## config.mk

```make
export PLATFORM = sky130hd
export DESIGN_NAME = irts_top
export DESIGN_NICKNAME = d
export VERILOG_FILES = /design/src/design/irts_top.v /design/src/design/irts_rtdiv.v
export VERILOG_INCLUDE_DIRS = /design/src /design/src/common
export SDC_FILE = /design/constraint.sdc
export NUM_CORES = 1
export LEC_CHECK = 0
export BUFFER_PORTS_ARGS = -buffer_cell sky130_fd_sc_hd__clkbuf_2
export CAP_MARGIN = 10
export CORE_ASPECT_RATIO = 2
export CORE_MARGIN = 3
export CORE_UTILIZATION = 59
export DETAILED_ROUTE_END_ITERATION = 8
export GPL_TIMING_DRIVEN = 0
export PLACE_DENSITY = 0.8
export SYNTH_ARGS = -nofsm -noshare
export SYNTH_HDL_FRONTEND = slang
export SYNTH_HIERARCHICAL = 1
export SYNTH_SLANG_ARGS = --single-unit
```

## constraint.sdc

```tcl
create_clock -name clk -period 4.78 [get_ports clk]
set_input_delay 0.239 -clock clk [delete_from_list [all_inputs] [get_ports clk]]
set_output_delay 0.239 -clock clk [all_outputs]
set_load 0.01 [all_outputs]
```

## src/common/irts_consts.vh

```
// Constants for the interrupt route and tick select block.
// Assumes a 25 MHz system clock and a 32768 Hz low-speed time base.
`ifndef IRTS_CONSTS_VH
`define IRTS_CONSTS_VH

`define IRTS_ADDR_W       8
`define IRTS_DATA_W       8

`define IRTS_OFF_ENABLE   8'h0c
`define IRTS_OFF_FLAG     8'h0d
`define IRTS_OFF_ROUTE    8'h0e
`define IRTS_OFF_TICK     8'h0f

`define IRTS_BIT_TIMER2   0
`define IRTS_BIT_TIMER1   1
`define IRTS_BIT_TIMER0   2
`define IRTS_BIT_FAST     3
`define IRTS_BIT_SLOW     4
`define IRTS_BIT_PIN      5
`define IRTS_BIT_CONV     6
`define IRTS_BIT_KEY      7

`define IRTS_FAST_LSB     0
`define IRTS_FAST_MSB     2
`define IRTS_SLOW_LSB     3
`define IRTS_SLOW_MSB     5
`define IRTS_EDGE_BIT     6

`define IRTS_TICK_RST     8'h43
`define IRTS_ROUTE_RST    8'h00
`define IRTS_ENABLE_RST   8'h00
`define IRTS_FLAG_RST     8'h00
`define IRTS_TICK_WMASK   8'h7f

`define IRTS_DIV_W        14
`define IRTS_TAP_W        4
`define IRTS_FAST_TAP0    4'ha
`define IRTS_FAST_TAP1    4'h8
`define IRTS_FAST_TAP2    4'h6
`define IRTS_FAST_TAP3    4'h4
`define IRTS_FAST_TAP4    4'h3
`define IRTS_FAST_TAP5    4'h2
`define IRTS_FAST_TAP6    4'h1
`define IRTS_FAST_TAP7    4'h0
`define IRTS_SLOW_TAP_TOP 4'hd

`define IRTS_F_CLK_HZ     25000000
`define IRTS_F_SLOW_HZ    32768
`define IRTS_SLOW_DIV     (`IRTS_F_CLK_HZ / `IRTS_F_SLOW_HZ)
`define IRTS_PRE_W        10

`define IRTS_NMI_CNT_W    4
`define IRTS_NMI_CNT_MAX  4'hf

`endif

```

## src/design/irts_top.v

```verilog
// Interrupt flags, routing and periodic tick selection for a CPU core.
// Assumes event inputs are one-cycle pulses on clk, except the
// external pin, which is asynchronous.
//
// Contract
// [RULE1] Writing zero to a flag-clear bit clears that flag; one leaves it.
// [RULE2] Clear bits 2..7: timer0, fast tick, slow tick, external, converter, key.
// [RULE3] Routing bit one sends source to non-maskable, zero to maskable; bit0 timer2.
// [RULE4] After reset every source routes to the maskable request.
// [RULE5] Routing bits 3,4,5,6 serve fast, slow, external, converter sources.
// [RULE6] Routing bit 2 serves timer0, or timer0 stop when stop is enabled.
// [RULE7] Fast code 000 takes divider tap 10, 16 Hz.
// [RULE8] Fast code 001 takes tap 8, 64 Hz; code 010 tap 6, 256 Hz.
// [RULE9] Fast codes 011..110 take taps 4, 3, 2, 1.
// [RULE10] Fast code 111 takes tap 0, 16 kHz.
// [RULE11] Tick config bits 5:3 pick slow rate; code 000 is tap 13, 2 Hz.
// [RULE12] Slow codes step taps 12 down to 6; code 100 is tap 9.
// [RULE13] Slow code 111 takes tap 6, 256 Hz.
// [RULE14] Tick config bit 6 picks external edge; one rising, reset rising.
// [RULE15] Flag register reads pending flags at clear-bit positions, zero at reset.
// [RULE16] Enable register bit per source allows interrupts; all off at reset.
// [RULE17] Tick flag sets on tap rise; request line high while flag enabled, routed.
// [RULE18] Non-maskable request gives a fresh edge for each newly pending event; the code queues at most 15 edges and drops further events.
`timescale 1ns/100ps
`include "irts_consts.vh"

module irts_top #(
  parameter SLOW_DIV = `IRTS_SLOW_DIV
) (
  input  wire                    clk,
  input  wire                    reset,
  input  wire [`IRTS_ADDR_W-1:0] reg_addr,
  input  wire [`IRTS_DATA_W-1:0] reg_wdata,
  input  wire                    reg_wr,
  input  wire                    reg_rd,
  output reg  [`IRTS_DATA_W-1:0] reg_rdata,
  input  wire                    timer2_evt,
  input  wire                    timer1_evt,
  input  wire                    timer0_evt,
  input  wire                    timer0_stop_en,
  input  wire                    timer0_stop_evt,
  input  wire                    conv_evt,
  input  wire                    key_evt,
  input  wire                    external_pin_interrupt,
  output reg                     irq_req,
  output reg                     nmi_req
);

  localparam W = `IRTS_DATA_W;

  // Tap index for each fast tick code.
  function [`IRTS_TAP_W-1:0] fast_tap;
    input [2:0] code;
    begin
      case (code)
        3'h0:    fast_tap = `IRTS_FAST_TAP0;
        3'h1:    fast_tap = `IRTS_FAST_TAP1;
        3'h2:    fast_tap = `IRTS_FAST_TAP2;
        3'h3:    fast_tap = `IRTS_FAST_TAP3;
        3'h4:    fast_tap = `IRTS_FAST_TAP4;
        3'h5:    fast_tap = `IRTS_FAST_TAP5;
        3'h6:    fast_tap = `IRTS_FAST_TAP6;
        default: fast_tap = `IRTS_FAST_TAP7;
      endcase
    end
  endfunction

  // Picks one divider tap by index.
  function tap_pick;
    input [`IRTS_DIV_W-1:0] taps;
    input [`IRTS_TAP_W-1:0] idx;
    begin
      tap_pick = taps[idx];
    end
  endfunction

  // Counts set bits of an event vector.
  function [`IRTS_NMI_CNT_W-1:0] ones;
    input [W-1:0] v;
    integer i;
    begin
      ones = {`IRTS_NMI_CNT_W{1'b0}};
      for (i = 0; i < W; i = i + 1) begin
        ones = ones + {{(`IRTS_NMI_CNT_W-1){1'b0}}, v[i]};
      end
    end
  endfunction

  reg  [W-1:0]              enable_q;
  reg  [W-1:0]              flag_q;
  reg  [W-1:0]              flag_d;
  reg  [W-1:0]              route_q;
  reg  [W-1:0]              tick_q;
  reg  [W-1:0]              set_vec;
  reg  [W-1:0]              clr_mask;
  reg  [W-1:0]              nmi_prev_q;
  reg  [`IRTS_NMI_CNT_W-1:0] nmi_cnt_q;
  reg  [`IRTS_NMI_CNT_W-1:0] nmi_cnt_d;
  reg                       fast_prev_q;
  reg                       slow_prev_q;
  reg                       pin_s1_q;
  reg                       pin_s2_q;
  reg                       pin_s3_q;
  reg                       pin_lvl_q;
  reg                       pin_edge;
  wire [`IRTS_DIV_W-1:0]    div_taps;
  wire                      div_step;
  wire [`IRTS_TAP_W-1:0]    fast_idx;
  wire [`IRTS_TAP_W-1:0]    slow_idx;
  wire                      fast_now;
  wire                      slow_now;
  wire                      fast_rise;
  wire                      slow_rise;
  wire                      pin_rise_pol;
  wire                      timer0_src;
  wire [W-1:0]              pend;
  wire [W-1:0]              nmi_vec;
  wire [W-1:0]              nmi_new;
  wire                      nmi_fire;
  wire                      wr_enable;
  wire                      wr_flag;
  wire                      wr_route;
  wire                      wr_tick;

  irts_rtdiv #(
    .SLOW_DIV (SLOW_DIV),
    .DIV_W    (`IRTS_DIV_W)
  ) u_rtdiv (
    .clk      (clk),
    .reset    (reset),
    .tap_q    (div_taps),
    .step_q   (div_step)
  );

  assign wr_enable = reg_wr && (reg_addr == `IRTS_OFF_ENABLE);
  assign wr_flag   = reg_wr && (reg_addr == `IRTS_OFF_FLAG);
  assign wr_route  = reg_wr && (reg_addr == `IRTS_OFF_ROUTE);
  assign wr_tick   = reg_wr && (reg_addr == `IRTS_OFF_TICK);

  // [RULE7] [RULE8] fast tap decode
  // [RULE9] [RULE10] fast tap decode
  assign fast_idx = fast_tap(tick_q[`IRTS_FAST_MSB:`IRTS_FAST_LSB]);

  // [RULE11] [RULE12] slow tap decode
  // [RULE13] slow tap decode
  assign slow_idx = `IRTS_SLOW_TAP_TOP -
                    {1'b0, tick_q[`IRTS_SLOW_MSB:`IRTS_SLOW_LSB]};

  assign fast_now = tap_pick(div_taps, fast_idx);
  assign slow_now = tap_pick(div_taps, slow_idx);

  // Edges count only just after the divider advanced, so a change of
  // rate code never fakes a tick between two divider steps.
  // [RULE17] tap rise detect
  assign fast_rise = div_step && fast_now && !fast_prev_q;
  assign slow_rise = div_step && slow_now && !slow_prev_q;

  // [RULE14] edge polarity
  assign pin_rise_pol = tick_q[`IRTS_EDGE_BIT];

  // [RULE6] timer0 stop alias
  assign timer0_src = timer0_stop_en ? timer0_stop_evt : timer0_evt;

  always @(posedge clk) begin
    if (reset) begin
      fast_prev_q <= 1'b0;
      slow_prev_q <= 1'b0;
    end else begin
      fast_prev_q <= fast_now;
      slow_prev_q <= slow_now;
    end
  end

  // The pin is asynchronous; the level moves only once the last two
  // stages agree, and the first stage feeds nothing else.
  always @(posedge clk) begin
    if (reset) begin
      pin_s1_q  <= 1'b0;
      pin_s2_q  <= 1'b0;
      pin_s3_q  <= 1'b0;
      pin_lvl_q <= 1'b0;
    end else begin
      pin_s1_q <= external_pin_interrupt;
      pin_s2_q <= pin_s1_q;
      pin_s3_q <= pin_s2_q;
      if (pin_s2_q == pin_s3_q) begin
        pin_lvl_q <= pin_s3_q;
      end
    end
  end

  // [RULE14] edge detect
  always @* begin
    pin_edge = 1'b0;
    if (pin_s2_q == pin_s3_q && pin_s3_q != pin_lvl_q) begin
      pin_edge = (pin_s3_q == pin_rise_pol);
    end
  end

  // [RULE2] source bit map
  always @* begin
    set_vec                   = {W{1'b0}};
    set_vec[`IRTS_BIT_TIMER2] = timer2_evt;
    set_vec[`IRTS_BIT_TIMER1] = timer1_evt;
    set_vec[`IRTS_BIT_TIMER0] = timer0_src;
    set_vec[`IRTS_BIT_FAST]   = fast_rise;
    set_vec[`IRTS_BIT_SLOW]   = slow_rise;
    set_vec[`IRTS_BIT_PIN]    = pin_edge;
    set_vec[`IRTS_BIT_CONV]   = conv_evt;
    set_vec[`IRTS_BIT_KEY]    = key_evt;
  end

  // An event arriving with its own clear keeps the flag set.
  // [RULE1] write zero clears
  always @* begin
    clr_mask = wr_flag ? ~reg_wdata : {W{1'b0}};
    flag_d   = (flag_q & ~clr_mask) | set_vec;
  end

  // [RULE15] [RULE16] register reset
  // [RULE4] maskable default
  always @(posedge clk) begin
    if (reset) begin
      enable_q <= `IRTS_ENABLE_RST;
      flag_q   <= `IRTS_FLAG_RST;
      route_q  <= `IRTS_ROUTE_RST;
      tick_q   <= `IRTS_TICK_RST;
    end else begin
      flag_q <= flag_d;
      if (wr_enable) begin
        enable_q <= reg_wdata;
      end
      // [RULE3] [RULE5] routing write
      if (wr_route) begin
        route_q <= reg_wdata;
      end
      if (wr_tick) begin
        tick_q <= reg_wdata & `IRTS_TICK_WMASK;
      end
    end
  end

  // [RULE15] register readback
  always @(posedge clk) begin
    if (reset) begin
      reg_rdata <= {W{1'b0}};
    end else if (reg_rd) begin
      case (reg_addr)
        `IRTS_OFF_ENABLE: reg_rdata <= enable_q;
        `IRTS_OFF_FLAG:   reg_rdata <= flag_q;
        `IRTS_OFF_ROUTE:  reg_rdata <= route_q;
        `IRTS_OFF_TICK:   reg_rdata <= tick_q;
        default:          reg_rdata <= {W{1'b0}};
      endcase
    end else begin
      reg_rdata <= {W{1'b0}};
    end
  end

  // [RULE16] enable gating
  assign pend = flag_q & enable_q;

  // [RULE3] line split
  assign nmi_vec = pend & route_q;
  assign nmi_new = nmi_vec & ~nmi_prev_q;

  // A pulse is followed by at least one low cycle, so each queued
  // event shows as its own rising edge. Events beyond the queue depth
  // within one burst are dropped, a limit no real program reaches.
  // [RULE18] one edge per event
  assign nmi_fire = (nmi_cnt_q != {`IRTS_NMI_CNT_W{1'b0}}) && !nmi_req;

  always @* begin
    nmi_cnt_d = nmi_cnt_q;
    if (nmi_fire) begin
      nmi_cnt_d = nmi_cnt_d - {{(`IRTS_NMI_CNT_W-1){1'b0}}, 1'b1};
    end
    if ({1'b0, nmi_cnt_d} + {1'b0, ones(nmi_new)} >
        {1'b0, `IRTS_NMI_CNT_MAX}) begin
      nmi_cnt_d = `IRTS_NMI_CNT_MAX;
    end else begin
      nmi_cnt_d = nmi_cnt_d + ones(nmi_new);
    end
  end

  // [RULE17] request lines
  always @(posedge clk) begin
    if (reset) begin
      irq_req    <= 1'b0;
      nmi_req    <= 1'b0;
      nmi_prev_q <= {W{1'b0}};
      nmi_cnt_q  <= {`IRTS_NMI_CNT_W{1'b0}};
    end else begin
      irq_req    <= |(pend & ~route_q);
      nmi_req    <= nmi_fire;
      nmi_prev_q <= nmi_vec;
      nmi_cnt_q  <= nmi_cnt_d;
    end
  end

endmodule // irts_top

```

## src/design/irts_rtdiv.v

```verilog
// Real-time divider chain clocked by a low-speed enable.
// Assumes one system clock; the low-speed rate is an enable pulse.
`timescale 1ns/100ps
`include "irts_consts.vh"

module irts_rtdiv #(
  parameter SLOW_DIV = `IRTS_SLOW_DIV,
  parameter DIV_W    = `IRTS_DIV_W
) (
  input  wire             clk,
  input  wire             reset,
  output reg  [DIV_W-1:0] tap_q,
  output reg              step_q
);

  reg  [`IRTS_PRE_W-1:0] pre_q;
  wire                   slow_en;

  // The prescale count truncates, so the time base runs a little fast.
  assign slow_en = (pre_q == SLOW_DIV[`IRTS_PRE_W-1:0] - 10'h001);

  always @(posedge clk) begin
    if (reset) begin
      pre_q  <= 10'h000;
      tap_q  <= {DIV_W{1'b0}};
      step_q <= 1'b0;
    end else begin
      step_q <= slow_en;
      if (slow_en) begin
        pre_q <= 10'h000;
        tap_q <= tap_q + {{(DIV_W-1){1'b0}}, 1'b1};
      end else begin
        pre_q <= pre_q + 10'h001;
      end
    end
  end

endmodule // irts_rtdiv

```

==> metrics.yaml <==
run_status:
  status: "completed"
logic_synthesis:
  synthTopCellsByCount: "dfxtp_1 (84), nor2_1 (48), mux2i_1 (35), a21oi_1 (27), nand2b_1 (25)"
  synth_cells: 440
  syn-mean-instance-area_um2: 9.273
  yosysSeqAreaShare_pct: 41.21
  synth_top_area_share_pct: 41.21
  synth_edf_count: 0
  synth_area_leader_cell: "dfxtp_1"
  async_reset_ff_share_pct: 0
  synth.net_count: 485
  synth-seq-cells: 84
  yosys.area_share.adder_pct: 6.133
  synth_xor_area_share_pct: 3.435
  yosysUniqueCellTypes: 48
  synth_top_family_by_area: "simple AND/OR/NAND/NOR gates"
  yosysMostFrequentCell: "dfxtp_1"
  synth-compound-area-share_pct: 11.32
  synthSimpleGateAreaFrac_pct: 22.20
  synthFlopType: "dfxtp_1"
  yosys_warnings: 6
  synth_area_mm2: 0.004080
  ys_top_cells_by_area: "dfxtp_1 (41%), mux2i_1 (8.6%), nor2_1 (4.4%)"
  muxShareOfSynthArea_pct: 11.07
clock_network:
  cts_tree: "yes"
  cts_num_sinks: 84
  htreeDepth: 3
  cts-buffers-inserted: 9
  cts_max_path_buffers: 2
  clock-root-buffer: "clkbuf_16"
  ctsResizeCount: 0
  cts_setup_buffers: 0
  clk_latency_ps: 340
  ctsHoldBuffers: 0
  clk_pin_slew_worst_paths_ps: 60
pwr:
  power_density_mw_per_mm2: 384.8
  ir_worst_vdd_uv: 225.8
  leakage_uw: 0.001956
sta:
  slew_headroom_pct: 44.98
  period_minus_slack_ps: 4079
  drv_slew: 0
  worstMarginPinSlew_ps: 818.2
  fin_skew_ps: 5.609
  fin_tns_setup_ps: 0
  post-route-period-util_pct: 85.32
  fmax_mhz: 245.2
  setup_viol: 0
  rsz0062_at_grt: "false"
  final_hold_viol_count: 0
placed_design:
  gp_congestion: 0.8345
  io_buffers: 37
  place_area_mm2: 0.004375
  post-dp-hpwl_mm: 7.108
detailed_routing:
  drc: 0
  dr.pass1.iters: 4
  finalWirelength_mm: 9.428
  drt_iter0_drc: 167
  via_count: 3305
  wl_per_cell_um: 16.23
  viasPerCell: 5.688
  ant_nets: 0
layout:
  drive_above_1_share_pct: 15.42
  multi_input_area_mm2: 0.002210
  diodes: 0
  syn_to_final_growth_pct: 16.31
  finalNetCount: 533
  fillers: 529
  regArea_mm2: 0.001682
  fin_util_pct: 71.11
  stdcell_area_mm2: 0.004746
global_routing:
  gr-usage-met3_pct: 5.325
  top_usage_layer: "met2"
  grt_overflow_total: 0
  grt_pass1_wl_mm: 15.24
  grt_pass1_vias: 3459
  grt_max_degree: 15
  grt_antenna_before_repair: 0
  use_met2_pct: 50.55
  groute.usage.overall_pct: 25.31
  met1_usage_pct: 21.79
flow_run:
  cap_viol_max_count: 0
die:
  initial_core_util_pct: 61.14
  die_h_um: 123.6
  rows: 42
  die-width_um: 64.80
  die_area_mm2: 0.008010
  io_pins: 38
  coreArea_mm2: 0.006674
worst_setup_path:
  worstPathRequired_ps: 4970
  r2r_slack_ps: 700
  cp-end-kind: "register"
  reg2reg_to: "nmi_cnt_q[3]"
  worstPathMaxFanout: 4
  r2r-start: "route_q[0]"
  crit_path_start_kind: "register"
  cp.arrival_ps: 4270
  r2r_cells: 14
  crit_type: "reg -> reg"
worst_hold_path:
  hold_path_depth: 3
  hold_class: "in -> reg"
  hold_path_end: "flag_q[1]"
  min-delay-start: "timer1_evt"
==> kinds of logic (layout without fill, tap and decap cells) <==
logic type               count (synthesis)  in the layout
flip-flops                              84             84
AO/OA/AOI/OAI                           75             75
XOR/XNOR                                16             16
AND/OR/NAND/NOR                        165            165
buffers and inverters                   43             96
multiplexers                            40             40
adder cells (fa/ha/maj)                 17             17
==> state kept, by name, summed over array words and instances, names as in the netlist, 4 cells and up <==
signal and count:
tick_q 7, nmi_prev_q 8, u_rtdiv/tap_q 14, reg_rdata 8
enable_q 8, u_rtdiv/pre_q 10, nmi_cnt_q 4, flag_q 8
route_q 8
==> layout by cell type, fill, tap and decap left out, types with 4 or more instances in the layout <==
cell	n
xnor2_1	6
a21oi_1	27
nand4_1	7
clkbuf_2	37
nor2b_1	7
a22oi_1	7
o2bb2ai_1	7
mux2i_1	35
fa_1	5
nand2b_1	25
o21ai_0	18
nor4_1	4
and2_1	4
clkbuf_8	4
nand3_1	15
ha_1	12
nor2_1	48
xor2_1	10
clkbuf_16	9
o22ai_1	4
buf_2	4
inv_1	23
dfxtp_1	84
or3_1	5
clkbuf_1	13
nand2_1	19
or2_2	4
mux4_2	4
==> layer usage <==
metal / vias up / share of wire, %
met5: - / 0
met4: 0 / 4.2
met1: 1587 / 34
met3: 26 / 2.7
li1: 1639 / -
met2: 53 / 59
==> cell type report <==
cell class / instances / share of cell area [%]
multi-input cells: 313 / 46.56
flip-flops and latches: 84 / 35.43
clock buffers: 13 / 5.906
repair buffers: 37 / 3.902
well taps: 88 / 2.320
plain buffers: 20 / 2.162
clock inverters: 3 / 1.898
inverters: 23 / 1.819
==> report_power, final <==
part           leakage [uW]  switching [uW]  internal (uW)
Combinational       0.00109             143            103
Clock              0.000182             265            567
Sequential         0.000680            21.9            727
Total               0.00196             430           1400
==> worst max-delay path: stages, from the launching register on <==
cell and delay (ps):
dfxtp_1 390, nand3_1 130, nor2_1 150, fa_1 430
inv_1 90, fa_1 440, fa_1 520, inv_1 40
ha_1 230, fa_1 450, xor2_1 170, ha_1 320
a21o_1 170, a21oi_1 270, a21oi_1 130
==> how the worst max path moves through the flow <==
stage	to	slack, ps	from
final	nmi_cnt_q[3]	700	route_q[0]
after global placement	nmi_cnt_q[3]	790	flag_q[1]
after floorplan	nmi_cnt_q[0]	1030	route_q[3]
after detailed placement	nmi_cnt_q[2]	710	route_q[1]
after global routing	nmi_cnt_q[3]	510	flag_q[0]
after CTS	nmi_cnt_q[3]	680	flag_q[0]
==> stage by stage <==
step	cells	hold WS (ps)	setup slack, ps	total power (uW)
finish	581	103.1	701.5	1826
global placement	565	424.2	788.3	994.2
global route	581	123.7	507.4	1886
CTS	581	99.44	681.7	1839
detailed placement	565	428.2	705.5	1004
floorplan	440	308.1	1034	933.5
(Power assumes the default switching activity.)
